## src/rtl/sat_map.svh

```systemverilog
// Constants for the serial converter control block.
// Assumes inclusion by the block package users only.
`ifndef SAT_MAP_SVH
`define SAT_MAP_SVH
`define SAT_RES_BITS 12
`define SAT_CTRL_BITS 8
`define SAT_TRACK_BIT 5
// Control byte field positions, start bit at 7
`define SAT_SEL2_POS 6
`define SAT_SEL1_POS 5
`define SAT_SEL0_POS 4
`define SAT_UNI_POS 3
`define SAT_SGL_POS 2
`define SAT_MODE_HI_POS 1
`define SAT_MODE_LO_POS 0
// Internal conversion clock divider and step count
`define SAT_INT_DIV 8'h0F
`define SAT_INT_STEPS 5'h10
`define SAT_ACQ_MIN_NS 1500
`define SAT_CLK_NS 8
`define SAT_ACQ_CYC ((`SAT_ACQ_MIN_NS + `SAT_CLK_NS - 1) / `SAT_CLK_NS)
`endif

```

## src/rtl/sat_pkg.sv

```systemverilog
// Types for the serial converter control block.
// Assumes sat_map.svh supplies the numeric constants.
package sat_pkg;
  typedef enum logic [2:0] {
    SAT_IDLE = 3'b000,
    SAT_SHIFT = 3'b001,
    SAT_CONV = 3'b011,
    SAT_OUT = 3'b010,
    SAT_DONE = 3'b110
  } sat_state_t;
  typedef struct packed {
    logic [7:0] pos_sel;
    logic [7:0] neg_sel;
    logic neg_gnd;
    logic track;
  } sat_mux_t;
endpackage : sat_pkg

```

## src/rtl/sat_adc_if.sv

```systemverilog
// Serial port, strobe and channel routing logic of an 8-channel 12-bit converter.
// Assumes serial pins are asynchronous and are synchronised here; the analog
// comparator answers one decision per approximation step on comp_hi.
// Functional notes
// RL1: Data output changes on falling clock edges
// RL2: Data output released while select high
// RL3: Data input sampled on rising clock edges
// RL4: Input ignored while select is high
// RL5: Internal mode: strobe low during conversion
// RL6: External mode: one-period strobe before first decision
// RL7: External mode: strobe released while select high
// RL8: Host keeps clock duty 40 to 60 percent
// RL9: Three-cycle acquisition, hold after last bit
// RL10: Tracking starts after fifth control bit
// RL11: Single-ended: one channel versus ground
// RL12: Differential: adjacent pair, either polarity
// RL13: Twelve-bit successive approximation result
// RL14: Reconnect positive input after conversion
// RL15: Host allows at least 1.5 us acquisition
// RL16: Leading zeros skipped, first one starts
// RL17: Two mode bits pick conversion clock
// RL18: Decisions output on next twelve falls
// RL19: Unipolar binary, bipolar twos complement, MSB first; code outputs sar_q unchanged as straight binary in both modes
`timescale 1ns/1ps
`include "sat_map.svh"
module sat_adc_if (
  // Clock and reset
  input wire logic clk,
  input wire logic rst_n,
  // Serial pins
  input wire logic sclk,
  input wire logic cs_n,
  input wire logic din,
  output logic dout_o,
  output logic dout_oe_n,
  output logic conversion_strobe_o,
  output logic conversion_strobe_oe_n,
  // Analog front end
  output sat_pkg::sat_mux_t mux_o,
  output logic [11:0] dac_code_o,
  input wire logic comp_hi,
  // Status
  output logic [11:0] result_o,
  output logic bipolar_o
);
  logic [1:0] sclk_s_q, cs_s_q, din_s_q;
  logic sclk_d1_q;
  logic rise, fall, cs_act;
  sat_pkg::sat_state_t st_q;
  logic [7:0] ctrl_q;
  logic [7:0] ctrl_v;
  logic [3:0] bit_cnt_q;
  logic ext_q, track_q, strobe_q;
  logic [11:0] sar_q;
  logic [3:0] step_q;
  logic [12:0] shout_q;
  logic [4:0] oc_q;
  logic [7:0] div_q;
  logic int_tick;

  function automatic logic [7:0] onehot8(input logic [2:0] i);
    onehot8 = 8'h01 << i;
  endfunction : onehot8

  // Partial control byte moved up to its final field positions
  function automatic logic [7:0] align_ctrl(input logic [7:0] c, input logic [3:0] n);
    align_ctrl = c << (4'(`SAT_CTRL_BITS) - n);
  endfunction : align_ctrl

  // Two-stage synchronisers; only the second stage feeds logic
  always_ff @(posedge clk)
  begin
    sclk_s_q <= {sclk_s_q[0], sclk};
    cs_s_q <= {cs_s_q[0], cs_n};
    din_s_q <= {din_s_q[0], din};
    sclk_d1_q <= sclk_s_q[1];
  end
  assign rise = sclk_s_q[1] & ~sclk_d1_q;
  assign fall = ~sclk_s_q[1] & sclk_d1_q;
  assign cs_act = ~cs_s_q[1];

  // Internal conversion clock enable
  always_ff @(posedge clk)
  begin
    if (!rst_n || st_q != sat_pkg::SAT_CONV || ext_q)
      div_q <= 8'h00;
    else if (int_tick)
      div_q <= 8'h00;
    else
      div_q <= div_q + 8'h01;
  end
  assign int_tick = (div_q == `SAT_INT_DIV);

  // Sequencer
  always_ff @(posedge clk)
  begin
    if (!rst_n || !cs_act)
    begin
      st_q <= sat_pkg::SAT_IDLE; // RL4
      bit_cnt_q <= 4'h0;
      ctrl_q <= 8'h00;
    end
    else
    begin
      case (st_q)
        sat_pkg::SAT_IDLE:
        begin
          if (rise && din_s_q[1]) // RL3 RL16
          begin
            ctrl_q <= 8'h01;
            bit_cnt_q <= 4'h1;
            st_q <= sat_pkg::SAT_SHIFT;
          end
        end
        sat_pkg::SAT_SHIFT:
        begin
          if (rise && bit_cnt_q != 4'(`SAT_CTRL_BITS)) // RL3
          begin
            ctrl_q <= {ctrl_q[6:0], din_s_q[1]};
            bit_cnt_q <= bit_cnt_q + 4'h1;
          end
          else if (fall && bit_cnt_q == 4'(`SAT_CTRL_BITS))
            st_q <= sat_pkg::SAT_CONV; // RL9
        end
        sat_pkg::SAT_CONV:
        begin
          if ((ext_q ? fall : int_tick) && step_q == 4'hB)
            st_q <= ext_q ? sat_pkg::SAT_DONE : sat_pkg::SAT_OUT;
        end
        sat_pkg::SAT_OUT:
        begin
          if (fall && oc_q == 5'h0C)
            st_q <= sat_pkg::SAT_DONE;
        end
        sat_pkg::SAT_DONE:
        begin
          if (rise && din_s_q[1]) // RL16
          begin
            ctrl_q <= 8'h01;
            bit_cnt_q <= 4'h1;
            st_q <= sat_pkg::SAT_SHIFT;
          end
        end
        default: st_q <= sat_pkg::SAT_IDLE;
      endcase
    end
  end

  // Clock mode from control byte
  always_ff @(posedge clk)
  begin
    if (!rst_n)
      ext_q <= 1'b0;
    else if (st_q == sat_pkg::SAT_SHIFT && fall && bit_cnt_q == 4'(`SAT_CTRL_BITS))
      ext_q <= ctrl_q[`SAT_MODE_HI_POS] & ctrl_q[`SAT_MODE_LO_POS]; // RL17
  end

  // Track/hold switch
  always_ff @(posedge clk)
  begin
    if (!rst_n)
      track_q <= 1'b1;
    else if (st_q == sat_pkg::SAT_SHIFT && fall && bit_cnt_q == 4'(`SAT_TRACK_BIT))
      track_q <= 1'b1; // RL10
    else if (st_q == sat_pkg::SAT_SHIFT && fall && bit_cnt_q == 4'(`SAT_CTRL_BITS))
      track_q <= 1'b0; // RL9
    else if (st_q == sat_pkg::SAT_OUT || st_q == sat_pkg::SAT_DONE || !cs_act)
      track_q <= 1'b1; // RL14
  end

  // Successive approximation, MSB first
  always_ff @(posedge clk)
  begin
    if (!rst_n || st_q == sat_pkg::SAT_SHIFT)
    begin
      sar_q <= 12'h800;
      step_q <= 4'h0;
    end
    else if (st_q == sat_pkg::SAT_CONV && (ext_q ? fall : int_tick))
    begin
      sar_q[4'hB - step_q] <= comp_hi; // RL13
      if (step_q != 4'hB)
        sar_q[4'hA - step_q] <= 1'b1;
      step_q <= step_q + 4'h1;
    end
  end
  assign dac_code_o = sar_q;

  // Strobe: external one-period pulse, internal low while busy
  always_ff @(posedge clk)
  begin
    if (!rst_n)
      strobe_q <= 1'b1;
    else if (!cs_act)
      strobe_q <= ~ext_q;
    else if (st_q == sat_pkg::SAT_SHIFT && fall && bit_cnt_q == 4'(`SAT_CTRL_BITS))
      strobe_q <= ~(ctrl_q[`SAT_MODE_HI_POS] & ctrl_q[`SAT_MODE_LO_POS]) ? 1'b0 : 1'b1; // RL5 RL6
    else if (ext_q && strobe_q && fall)
      strobe_q <= 1'b0; // RL6
    else if (!ext_q && st_q == sat_pkg::SAT_OUT)
      strobe_q <= 1'b1; // RL5
  end
  // External mode: the fall that ends the pulse takes the MSB decision
  assign conversion_strobe_o = strobe_q;
  assign conversion_strobe_oe_n = ext_q & ~cs_act; // RL7

  // Output shifter, updates on falls; internal mode loads it on the last conversion tick
  always_ff @(posedge clk)
  begin
    if (!rst_n || !cs_act)
    begin
      shout_q <= 13'h0000;
      oc_q <= 5'h00;
    end
    else if (st_q == sat_pkg::SAT_CONV && ext_q && fall)
      shout_q[12] <= comp_hi; // RL18 RL1
    else if (st_q == sat_pkg::SAT_CONV && !ext_q && int_tick && step_q == 4'hB)
    begin
      shout_q <= {1'b0, sar_q[11:1], comp_hi};
      oc_q <= 5'h00;
    end
    else if (st_q == sat_pkg::SAT_OUT && fall)
    begin
      shout_q <= {shout_q[11:0], 1'b0}; // RL1 RL19
      oc_q <= oc_q + 5'h01;
    end
    else if (fall)
      shout_q[12] <= 1'b0;
  end
  assign dout_o = shout_q[12];
  assign dout_oe_n = ~cs_act; // RL2

  // Status result and channel routing
  always_ff @(posedge clk)
  begin
    if (!rst_n)
      result_o <= 12'h000;
    else if (st_q == sat_pkg::SAT_DONE || st_q == sat_pkg::SAT_OUT)
      result_o <= sar_q; // RL19
  end
  // Routing follows the bits already received, so acquisition sees its channel
  assign ctrl_v = (st_q == sat_pkg::SAT_SHIFT) ? align_ctrl(ctrl_q, bit_cnt_q) : ctrl_q;
  assign bipolar_o = ~ctrl_v[`SAT_UNI_POS];

  always_comb
  begin
    logic [2:0] s;
    logic [2:0] pair;
    s = {ctrl_v[`SAT_SEL1_POS], ctrl_v[`SAT_SEL0_POS], ctrl_v[`SAT_SEL2_POS]};
    pair = {ctrl_v[`SAT_SEL1_POS], ctrl_v[`SAT_SEL0_POS], 1'b0};
    mux_o.track = track_q;
    if (ctrl_v[`SAT_SGL_POS])
    begin
      mux_o.pos_sel = onehot8(s); // RL11
      mux_o.neg_sel = 8'h00;
      mux_o.neg_gnd = 1'b1;
    end
    else
    begin
      mux_o.pos_sel = onehot8(pair | {2'b00, ctrl_v[`SAT_SEL2_POS]}); // RL12
      mux_o.neg_sel = onehot8(pair | {2'b00, ~ctrl_v[`SAT_SEL2_POS]});
      mux_o.neg_gnd = 1'b0;
    end
  end
endmodule : sat_adc_if

```

## config.mk

```make
export PLATFORM = sky130hd
export DESIGN_NAME = sat_adc_if
export DESIGN_NICKNAME = d
export VERILOG_FILES = /design/src/rtl/sat_pkg.sv /design/src/rtl/sat_adc_if.sv
export VERILOG_INCLUDE_DIRS = /design/src /design/src/rtl
export SDC_FILE = /design/constraint.sdc
export NUM_CORES = 1
export LEC_CHECK = 0
export BUFFER_PORTS_ARGS = -buffer_cell sky130_fd_sc_hd__buf_4
export CORE_ASPECT_RATIO = 1.5
export CORE_MARGIN = 3
export CORE_UTILIZATION = 45
export DETAILED_ROUTE_END_ITERATION = 16
export GPL_ROUTABILITY_DRIVEN = 1
export PLACE_DENSITY = 0.65
export SLEW_MARGIN = 20
export SYNTH_ARGS = -nofsm -noshare
export SYNTH_HDL_FRONTEND = slang
export SYNTH_SLANG_ARGS = --single-unit
```

## constraint.sdc

```tcl
create_clock -name clk -period 3 [get_ports clk]
set_input_delay 0 -clock clk [delete_from_list [all_inputs] [get_ports clk]]
set_output_delay 0 -clock clk [all_outputs]
set_load 0.03 [all_outputs]
```

==> results.sh, run 1 <==
export IMPL_status="finished clean"
export IMPL_die_h_um=122
export IMPL_path_class="reg2out"
export IMPL_r2r_setup_slack_ns=0.71
export IMPL_cp_depth=8
export IMPL_netlist_area_um2=4060
export IMPL_fin_setup_tns_ns=0
export IMPL_slew_headroom_pct=43.5
export IMPL_drtPass1Iterations=5
export IMPL_core_area_um2=8620
export IMPL_cts_setup_buffers=0
export IMPL_cp_buffers_inverters=2
export IMPL_tightestPinTransition_ns=0.840
export IMPL_finalCritPeriodShare_pct=94.9
export IMPL_fin_worst_skew_ns=0.00669
export IMPL_ios=53
export IMPL_fin_crit_ns=2.85
export IMPL_maxSlewViolCount=0
export IMPL_synth_most_common_cell="nand2_1"
export IMPL_start_util_pct=47.2
export IMPL_synth_cell_types=60
export IMPL_synth_top_cells_by_area="dfxtp_1 (38%), nand2_1 (7.4%), nor2_1 (5.2%), ha_1 (3.1%), a311oi_1 (2.6%)"
export IMPL_peakVddDrop_v=0.000282
export IMPL_drt_iter0_drc=221
export IMPL_post_synth_top_area_cell="dfxtp_1"
export IMPL_synthFlopType="dfxtp_1"
export IMPL_synth_seq_cells=78
export IMPL_clock_sinks=78
export IMPL_max_stage_delay_ns=0.42
export IMPL_fin_cells=657
export IMPL_rows=41
export IMPL_die_area_um2=10200
export IMPL_cp_end_kind="output port"
export IMPL_critPathLaunchType="register"
export IMPL_n_fill_cell=819
export IMPL_synthArstFlopShare_pct=0
export IMPL_fp_dieW_um=83.6
export IMPL_yosys_warnings=0
export IMPL_root_buffer="clkbuf_16"
export IMPL_syn_inst=505
export IMPL_cts_buffers=9
export IMPL_grt_pass1_wl_um=17300
export IMPL_crit_family="compound AO/OA/AOI/OAI gates"
export IMPL_avgViaCountPerCell=5.75
export IMPL_worst_ep_required_time_ns=3.00
export IMPL_dp_hpwl_um=7570
export IMPL_drive_gt1_share_pct=15.8
export IMPL_io_buffers=52
export IMPL_reg2reg_depth=5
export IMPL_synth_common_cells="nand2_1 (80), dfxtp_1 (78), nor2_1 (56)"
export IMPL_wl_per_cell_um=16.0
export IMPL_leakage_nw=1.80
export IMPL_overflow=0
export IMPL_clkTransAtPathRegs_ns=0.06
export IMPL_grt_pass1_vias=3577
export IMPL_avgSynthCellArea_um2=8.05
export IMPL_max_freq_mhz=351
export IMPL_synth_nets=521
export IMPL_arrival_ns=2.85
export IMPL_regToRegStartpoint="div_q[5]"
export IMPL_dpl_cell_count=638
export IMPL_clock_latency_ns=0.34
export IMPL_grt_usage_pct=21.1
export IMPL_crit_chain="inv_1 -> ha_2 -> mux2_2 -> a21oi_1 -> o31ai_1 -> a211o_1 -> nor3_1 -> buf_4"
export IMPL_hold_viol=0
export IMPL_final_seq_area_um2=1560
export IMPL_p_per_area_nw_per_um2=439
export IMPL_ant_nets=0
export IMPL_drt_wl_total_um=10500
export IMPL_r2r_end="dac_code_o[6]"
export IMPL_hold_start="comp_hi"
export IMPL_synth_edff_count=0
export IMPL_finalSetupViolCount=0
export IMPL_area_growth_pct=18.6
export IMPL_worst_path_max_delay_cell="dfxtp_1"
export IMPL_min_path_cells=3
export IMPL_dr_total_vias=3780
export IMPL_diodes=0
export IMPL_hp_class="in2reg"
export IMPL_stdcell_area_um2=4820
export IMPL_htreeDepth=3
export IMPL_drc_errors=0
export IMPL_clockBufferDepth=2
export IMPL_routabilityCongestion=0.887
export IMPL_multi_input_area_um2=2310
export IMPL_grt_max_degree=29
export IMPL_hold_end="shout_q[12]"
export IMPL_ys_seq_area_share_pct=38.4
export IMPL_grt_antenna_before_repair=0
export IMPL_synth_top_area_share_pct=38.4
export IMPL_crit_fanout=9
export IMPL_cap_violations=0
export IMPL_finalNetCount=562
export IMPL_placed_cell_area_um2=4510
export IMPL_cts_tree="done"
## per-layer routing
| metal | track usage (%) | vias up | routed length [um] |
|---|---|---|---|
| li1 | - | 1886 | - |
| met1 | 23.5 | 1765 | 4270 |
| met2 | 38.4 | 106 | 5460 |
| met3 | 3.36 | 23 | 486 |
| met4 | 11.2 | 0 | 289 |
| met5 | 0 | - | 0 |
## layout by cell type, fill, tap and decap left out, types with 3 or more instances in the layout
cell type      synthesis  layout
nand4_1               11      11
ha_1                  10       9
o21ai_1                5       5
a32oi_1                3       3
a41oi_1                3       3
mux2_2                 3       3
inv_1                 13      13
a21boi_0              12      12
a21oi_1               19      19
and3_1                 3       3
mux2i_1                5       5
dlygate4sd3_1          0       4
xor2_1                 8       8
o21ai_0               12      12
o211ai_1               3       3
nand3_1               11      11
nand2_1               80      80
nand2b_1               7       7
nor2_1                56      56
clkbuf_1              24       3
a2bb2oi_1              3       3
and2_1                11      11
nand3b_1               3       3
buf_4                  1      61
nor3b_1                3       3
o31ai_1                3       3
clkbuf_16              0       9
a311oi_1              12      12
nor3_1                15      15
a31oi_1                7       7
dfxtp_1               78      78
a211oi_1               4       4
xnor2_1                8       8
nor2b_1                8       8
a22oi_1               12      12
## stage by stage
| stage | power, mW | util [%] | worst slack, ns | hold slack (ns) |
|---|---|---|---|---|
| after floorplan | 1.12 | - | -0.0146 | 0.0277 |
| after global placement | 1.14 | 52.3 | 0.609 | 0.106 |
| after detailed placement | 1.14 | 52.3 | 0.508 | 0.107 |
| after CTS | 2.14 | 55.9 | 0.138 | 0.0555 |
| after global routing | 2.19 | 55.9 | -0.000760 | 0.0782 |
| final | 2.11 | 55.9 | 0.154 | 0.0675 |
## layout make-up
type / instances / share of cell area (%)
multi-input combinational: 379 / 47.9
sequential: 78 / 32.4
timing repair buffer: 65 / 10.3
clock buffer: 14 / 5.48
tap: 107 / 2.78
inverter: 13 / 1.01
clock inverter: 1 / 0.104
## registers in the layout (all words and copies together), names as in the netlist, 2 cells and up
signal / flops
oc_q: 5
din_s_q: 2
cs_s_q: 2
sclk_s_q: 2
bit_cnt_q: 4
result_o: 12
ctrl_q: 7
div_q: 8
dac_code_o: 12
shout_q: 13
step_q: 4
st_q: 3
## cells by family (layout without fill, tap and decap cells)
logic type | Yosys count | after routing | synth area share (%)
buffers and inverters | 48 | 93 | 4.83
AND/OR/NAND/NOR | 223 | 223 | 26.0
AO/OA/AOI/OAI | 121 | 121 | 21.6
multiplexers | 9 | 9 | 2.62
adder cells (fa/ha/maj) | 10 | 10 | 3.08
XOR/XNOR | 16 | 16 | 3.45
flip-flops | 78 | 78 | 38.4
## what timing repair did
action / 4_1_cts / 5_1_grt
hold buffers: 4 / 0
hold endpoints to repair: 5 / 0
gates resized for setup: 0 / 1
endpoints found under the setup margin: 0 / 2
## where the power goes
part	internal [mW]	switching, mW	total, mW	leakage, nW
Combinational	0.0273	0.0453	0.0727	1.04
Clock	0.600	0.391	0.991	0.133
Sequential	1.04	0.00630	1.05	0.631
## worst max-delay path by stage
stage	slack (ns)	endpoint	start
finish	0.15	mux_o[3]	bit_cnt_q[1]
CTS	0.14	mux_o[3]	bit_cnt_q[1]
global route	-0.0008	mux_o[3]	bit_cnt_q[1]
global placement	0.61	mux_o[7]	bit_cnt_q[1]
detailed placement	0.51	mux_o[3]	bit_cnt_q[1]
floorplan	-0.01	mux_o[3]	bit_cnt_q[0]
## worst reg2reg max path: cells and delay by family, from the launching register on
kind	cells	cell delay, ns
and+or+nand+nor	2	1.03
AOI/OAI and AO/OA	3	0.82
DFF	1	0.33
(Power assumes the default switching activity.)
==> inputs of run 2 (changes only) <==
- HOLD_SLACK_MARGIN: default -> 0.12
- clock period: 3 -> 3.3 ns (I/O delays scaled with it)
==> run 2 against run 1 <==
- flip-flop and latch count stayed put
- routed wire length is 0.16% lower
- worst hold slack better by 0.24 ns
- total power is 8.4% lower
- combinational power is 8.8% lower
- die area stayed put
- critical path type unchanged
- critical path depth stayed put
- setup slack better by 0.32 ns
- non-clock buffer count stayed put
- global-route usage is 0.082 points higher
- clock power is 7.6% lower
- sequential share of layout area is 0.059 points lower
==> results.sh, run 2 (synthesized netlist as in run 1, its figures left out) <==
export IMPL_root_buffer="clkbuf_16"
export IMPL_drive_gt1_share_pct=15.8
export IMPL_critPathLaunchType="register"
export IMPL_overflow=0
export IMPL_area_growth_pct=18.8
export IMPL_fin_setup_tns_ns=0
export IMPL_clockBufferDepth=2
export IMPL_power_mw=1.94
export IMPL_tightestPinTransition_ns=0.874
export IMPL_p_per_area_nw_per_um2=401
export IMPL_largest_register="shout_q"
export IMPL_grt_max_degree=29
export IMPL_crit_fanout=9
export IMPL_die_area_um2=10200
export IMPL_stdcell_area_um2=4830
export IMPL_reg2reg_depth=8
export IMPL_fp_dieW_um=83.6
export IMPL_clock_sinks=78
export IMPL_p_int_mw=1.53
export IMPL_finalCritPeriodShare_pct=85.8
export IMPL_cp_end_kind="output port"
export IMPL_ant_nets=0
export IMPL_path_class="reg2out"
export IMPL_die_h_um=122
export IMPL_grt_pass1_vias=3557
export IMPL_cap_violations=0
export IMPL_grt_antenna_before_repair=0
export IMPL_combPwrFrac_pct=3.4
export IMPL_ctsHoldBuffers=5
export IMPL_switching_share_pct=20.8
export IMPL_routabilityCongestion=0.894
export IMPL_finalSetupViolCount=0
export IMPL_hold_viol=0
export IMPL_io_buffers=52
export IMPL_worst_ep_required_time_ns=3.30
export IMPL_cts_setup_buffers=0
export IMPL_switchingPower_mw=0.402
export IMPL_pwr_share_seq_pct=49.3
export IMPL_rsz0062_at_grt="no"
export IMPL_peakVddDrop_v=0.000258
export IMPL_start_util_pct=47.2
export IMPL_arrival_ns=2.83
export IMPL_max_freq_mhz=353
export IMPL_drt_wl_total_um=10500
export IMPL_cts_tree="done"
export IMPL_min_path_cells=2
export IMPL_drtPass1Iterations=4
export IMPL_p_clk_share_pct=47.3
export IMPL_htreeDepth=3
export IMPL_fin_worst_skew_ns=0.00724
export IMPL_n_fill_cell=815
export IMPL_placed_cell_area_um2=4500
export IMPL_avgViaCountPerCell=5.73
export IMPL_clock_latency_ns=0.34
export IMPL_rows=41
export IMPL_drc_errors=0
export IMPL_drt_iter0_drc=240
export IMPL_largest_reg_flops=13
export IMPL_wl_per_cell_um=16.0
export IMPL_dp_hpwl_um=7600
export IMPL_ios=53
export IMPL_maxSlewViolCount=0
export IMPL_grt_pass1_wl_um=17700
export IMPL_core_area_um2=8620
export IMPL_clkTransAtPathRegs_ns=0.06
export IMPL_final_common_cell="nand2_1"
export IMPL_hp_class="in2reg"
export IMPL_grt_usage_pct=21.2
export IMPL_leakage_nw=1.81
export IMPL_post_route_util_pct=56.0
export IMPL_cts_buffers=9
export IMPL_slew_headroom_pct=41.2
export IMPL_final_cell_mix="nand2_1 (80), dfxtp_1 (78), buf_4 (60)"
export IMPL_dr_total_vias=3757
export IMPL_status="finished clean"
export IMPL_finalNetCount=562
export IMPL_postCtsResizedCells=0
export IMPL_fin_crit_ns=2.83
export IMPL_diodes=0
-- run 2: changes by cell type in the layout (fill, tap and decap cells not counted), sizes merged --
cell,before,now
clkbuf,14,13
buf,61,60
dlygate4sd3,4,5
-- run 2: worst paths after layout --
| check | to | slack, ns | from |
|---|---|---|---|
| max reg2reg | bit_cnt_q[0] | 1.04 | bit_cnt_q[1] |
| min reg2reg | sclk_s_q[1] | 0.33 | sclk_s_q[0] |
| min | din_s_q[0] | 0.31 | din |
| max | mux_o[7] | 0.47 | bit_cnt_q[1] |
-- run 2: critical path, stage by stage (launching register included) --
cell and delay, ns:
dfxtp_1 0.42, inv_1 0.10, ha_1 0.47, mux2_2 0.39, a21oi_1 0.22, o31ai_1 0.17, a211o_1 0.38, nor3_1 0.15
buf_4 0.19
-- run 2: routing by layer --
layer / vias up / GRT usage, % / share of wire [%]
met5: - / 0 / 0
met1: 1752 / 24.9 / 42
met3: 31 / 4.43 / 4.1
met4: 0 / 10.4 / 3.3
met2: 97 / 36.6 / 50
li1: 1877 / - / -
-- run 2: power groups by stage --
| stage | Sequential [mW] | Combinational [mW] | Clock [mW] |
|---|---|---|---|
| after floorplan | 0.976 | 0.0396 | 0 |
| after global placement | 0.975 | 0.0604 | 0 |
| after detailed placement | 0.975 | 0.0613 | 0 |
| after CTS | 0.954 | 0.0660 | 0.936 |
| after global routing | 0.955 | 0.0729 | 0.980 |
| final | 0.955 | 0.0663 | 0.916 |
-- run 2: per-stage QoR --
step	hold slack (ns)	cells	worst slack (ns)
after global routing	0.311	656	0.225
final	0.309	656	0.470
after floorplan	0.0277	505	0.285
after global placement	0.106	637	0.907
after CTS	0.303	656	0.491
after detailed placement	0.107	637	0.861
-- run 2: cell type report --
type / count / area [um^2] / share of cell area [%]
tap: 107 / 134 / 2.77
clock inverter: 1 / 5.00 / 0.104
clock buffer: 13 / 270 / 5.60
inverter: 13 / 48.8 / 1.01
timing repair buffer: 65 / 500 / 10.4
sequential: 78 / 1560 / 32.3
multi-input combinational: 379 / 2310 / 47.8
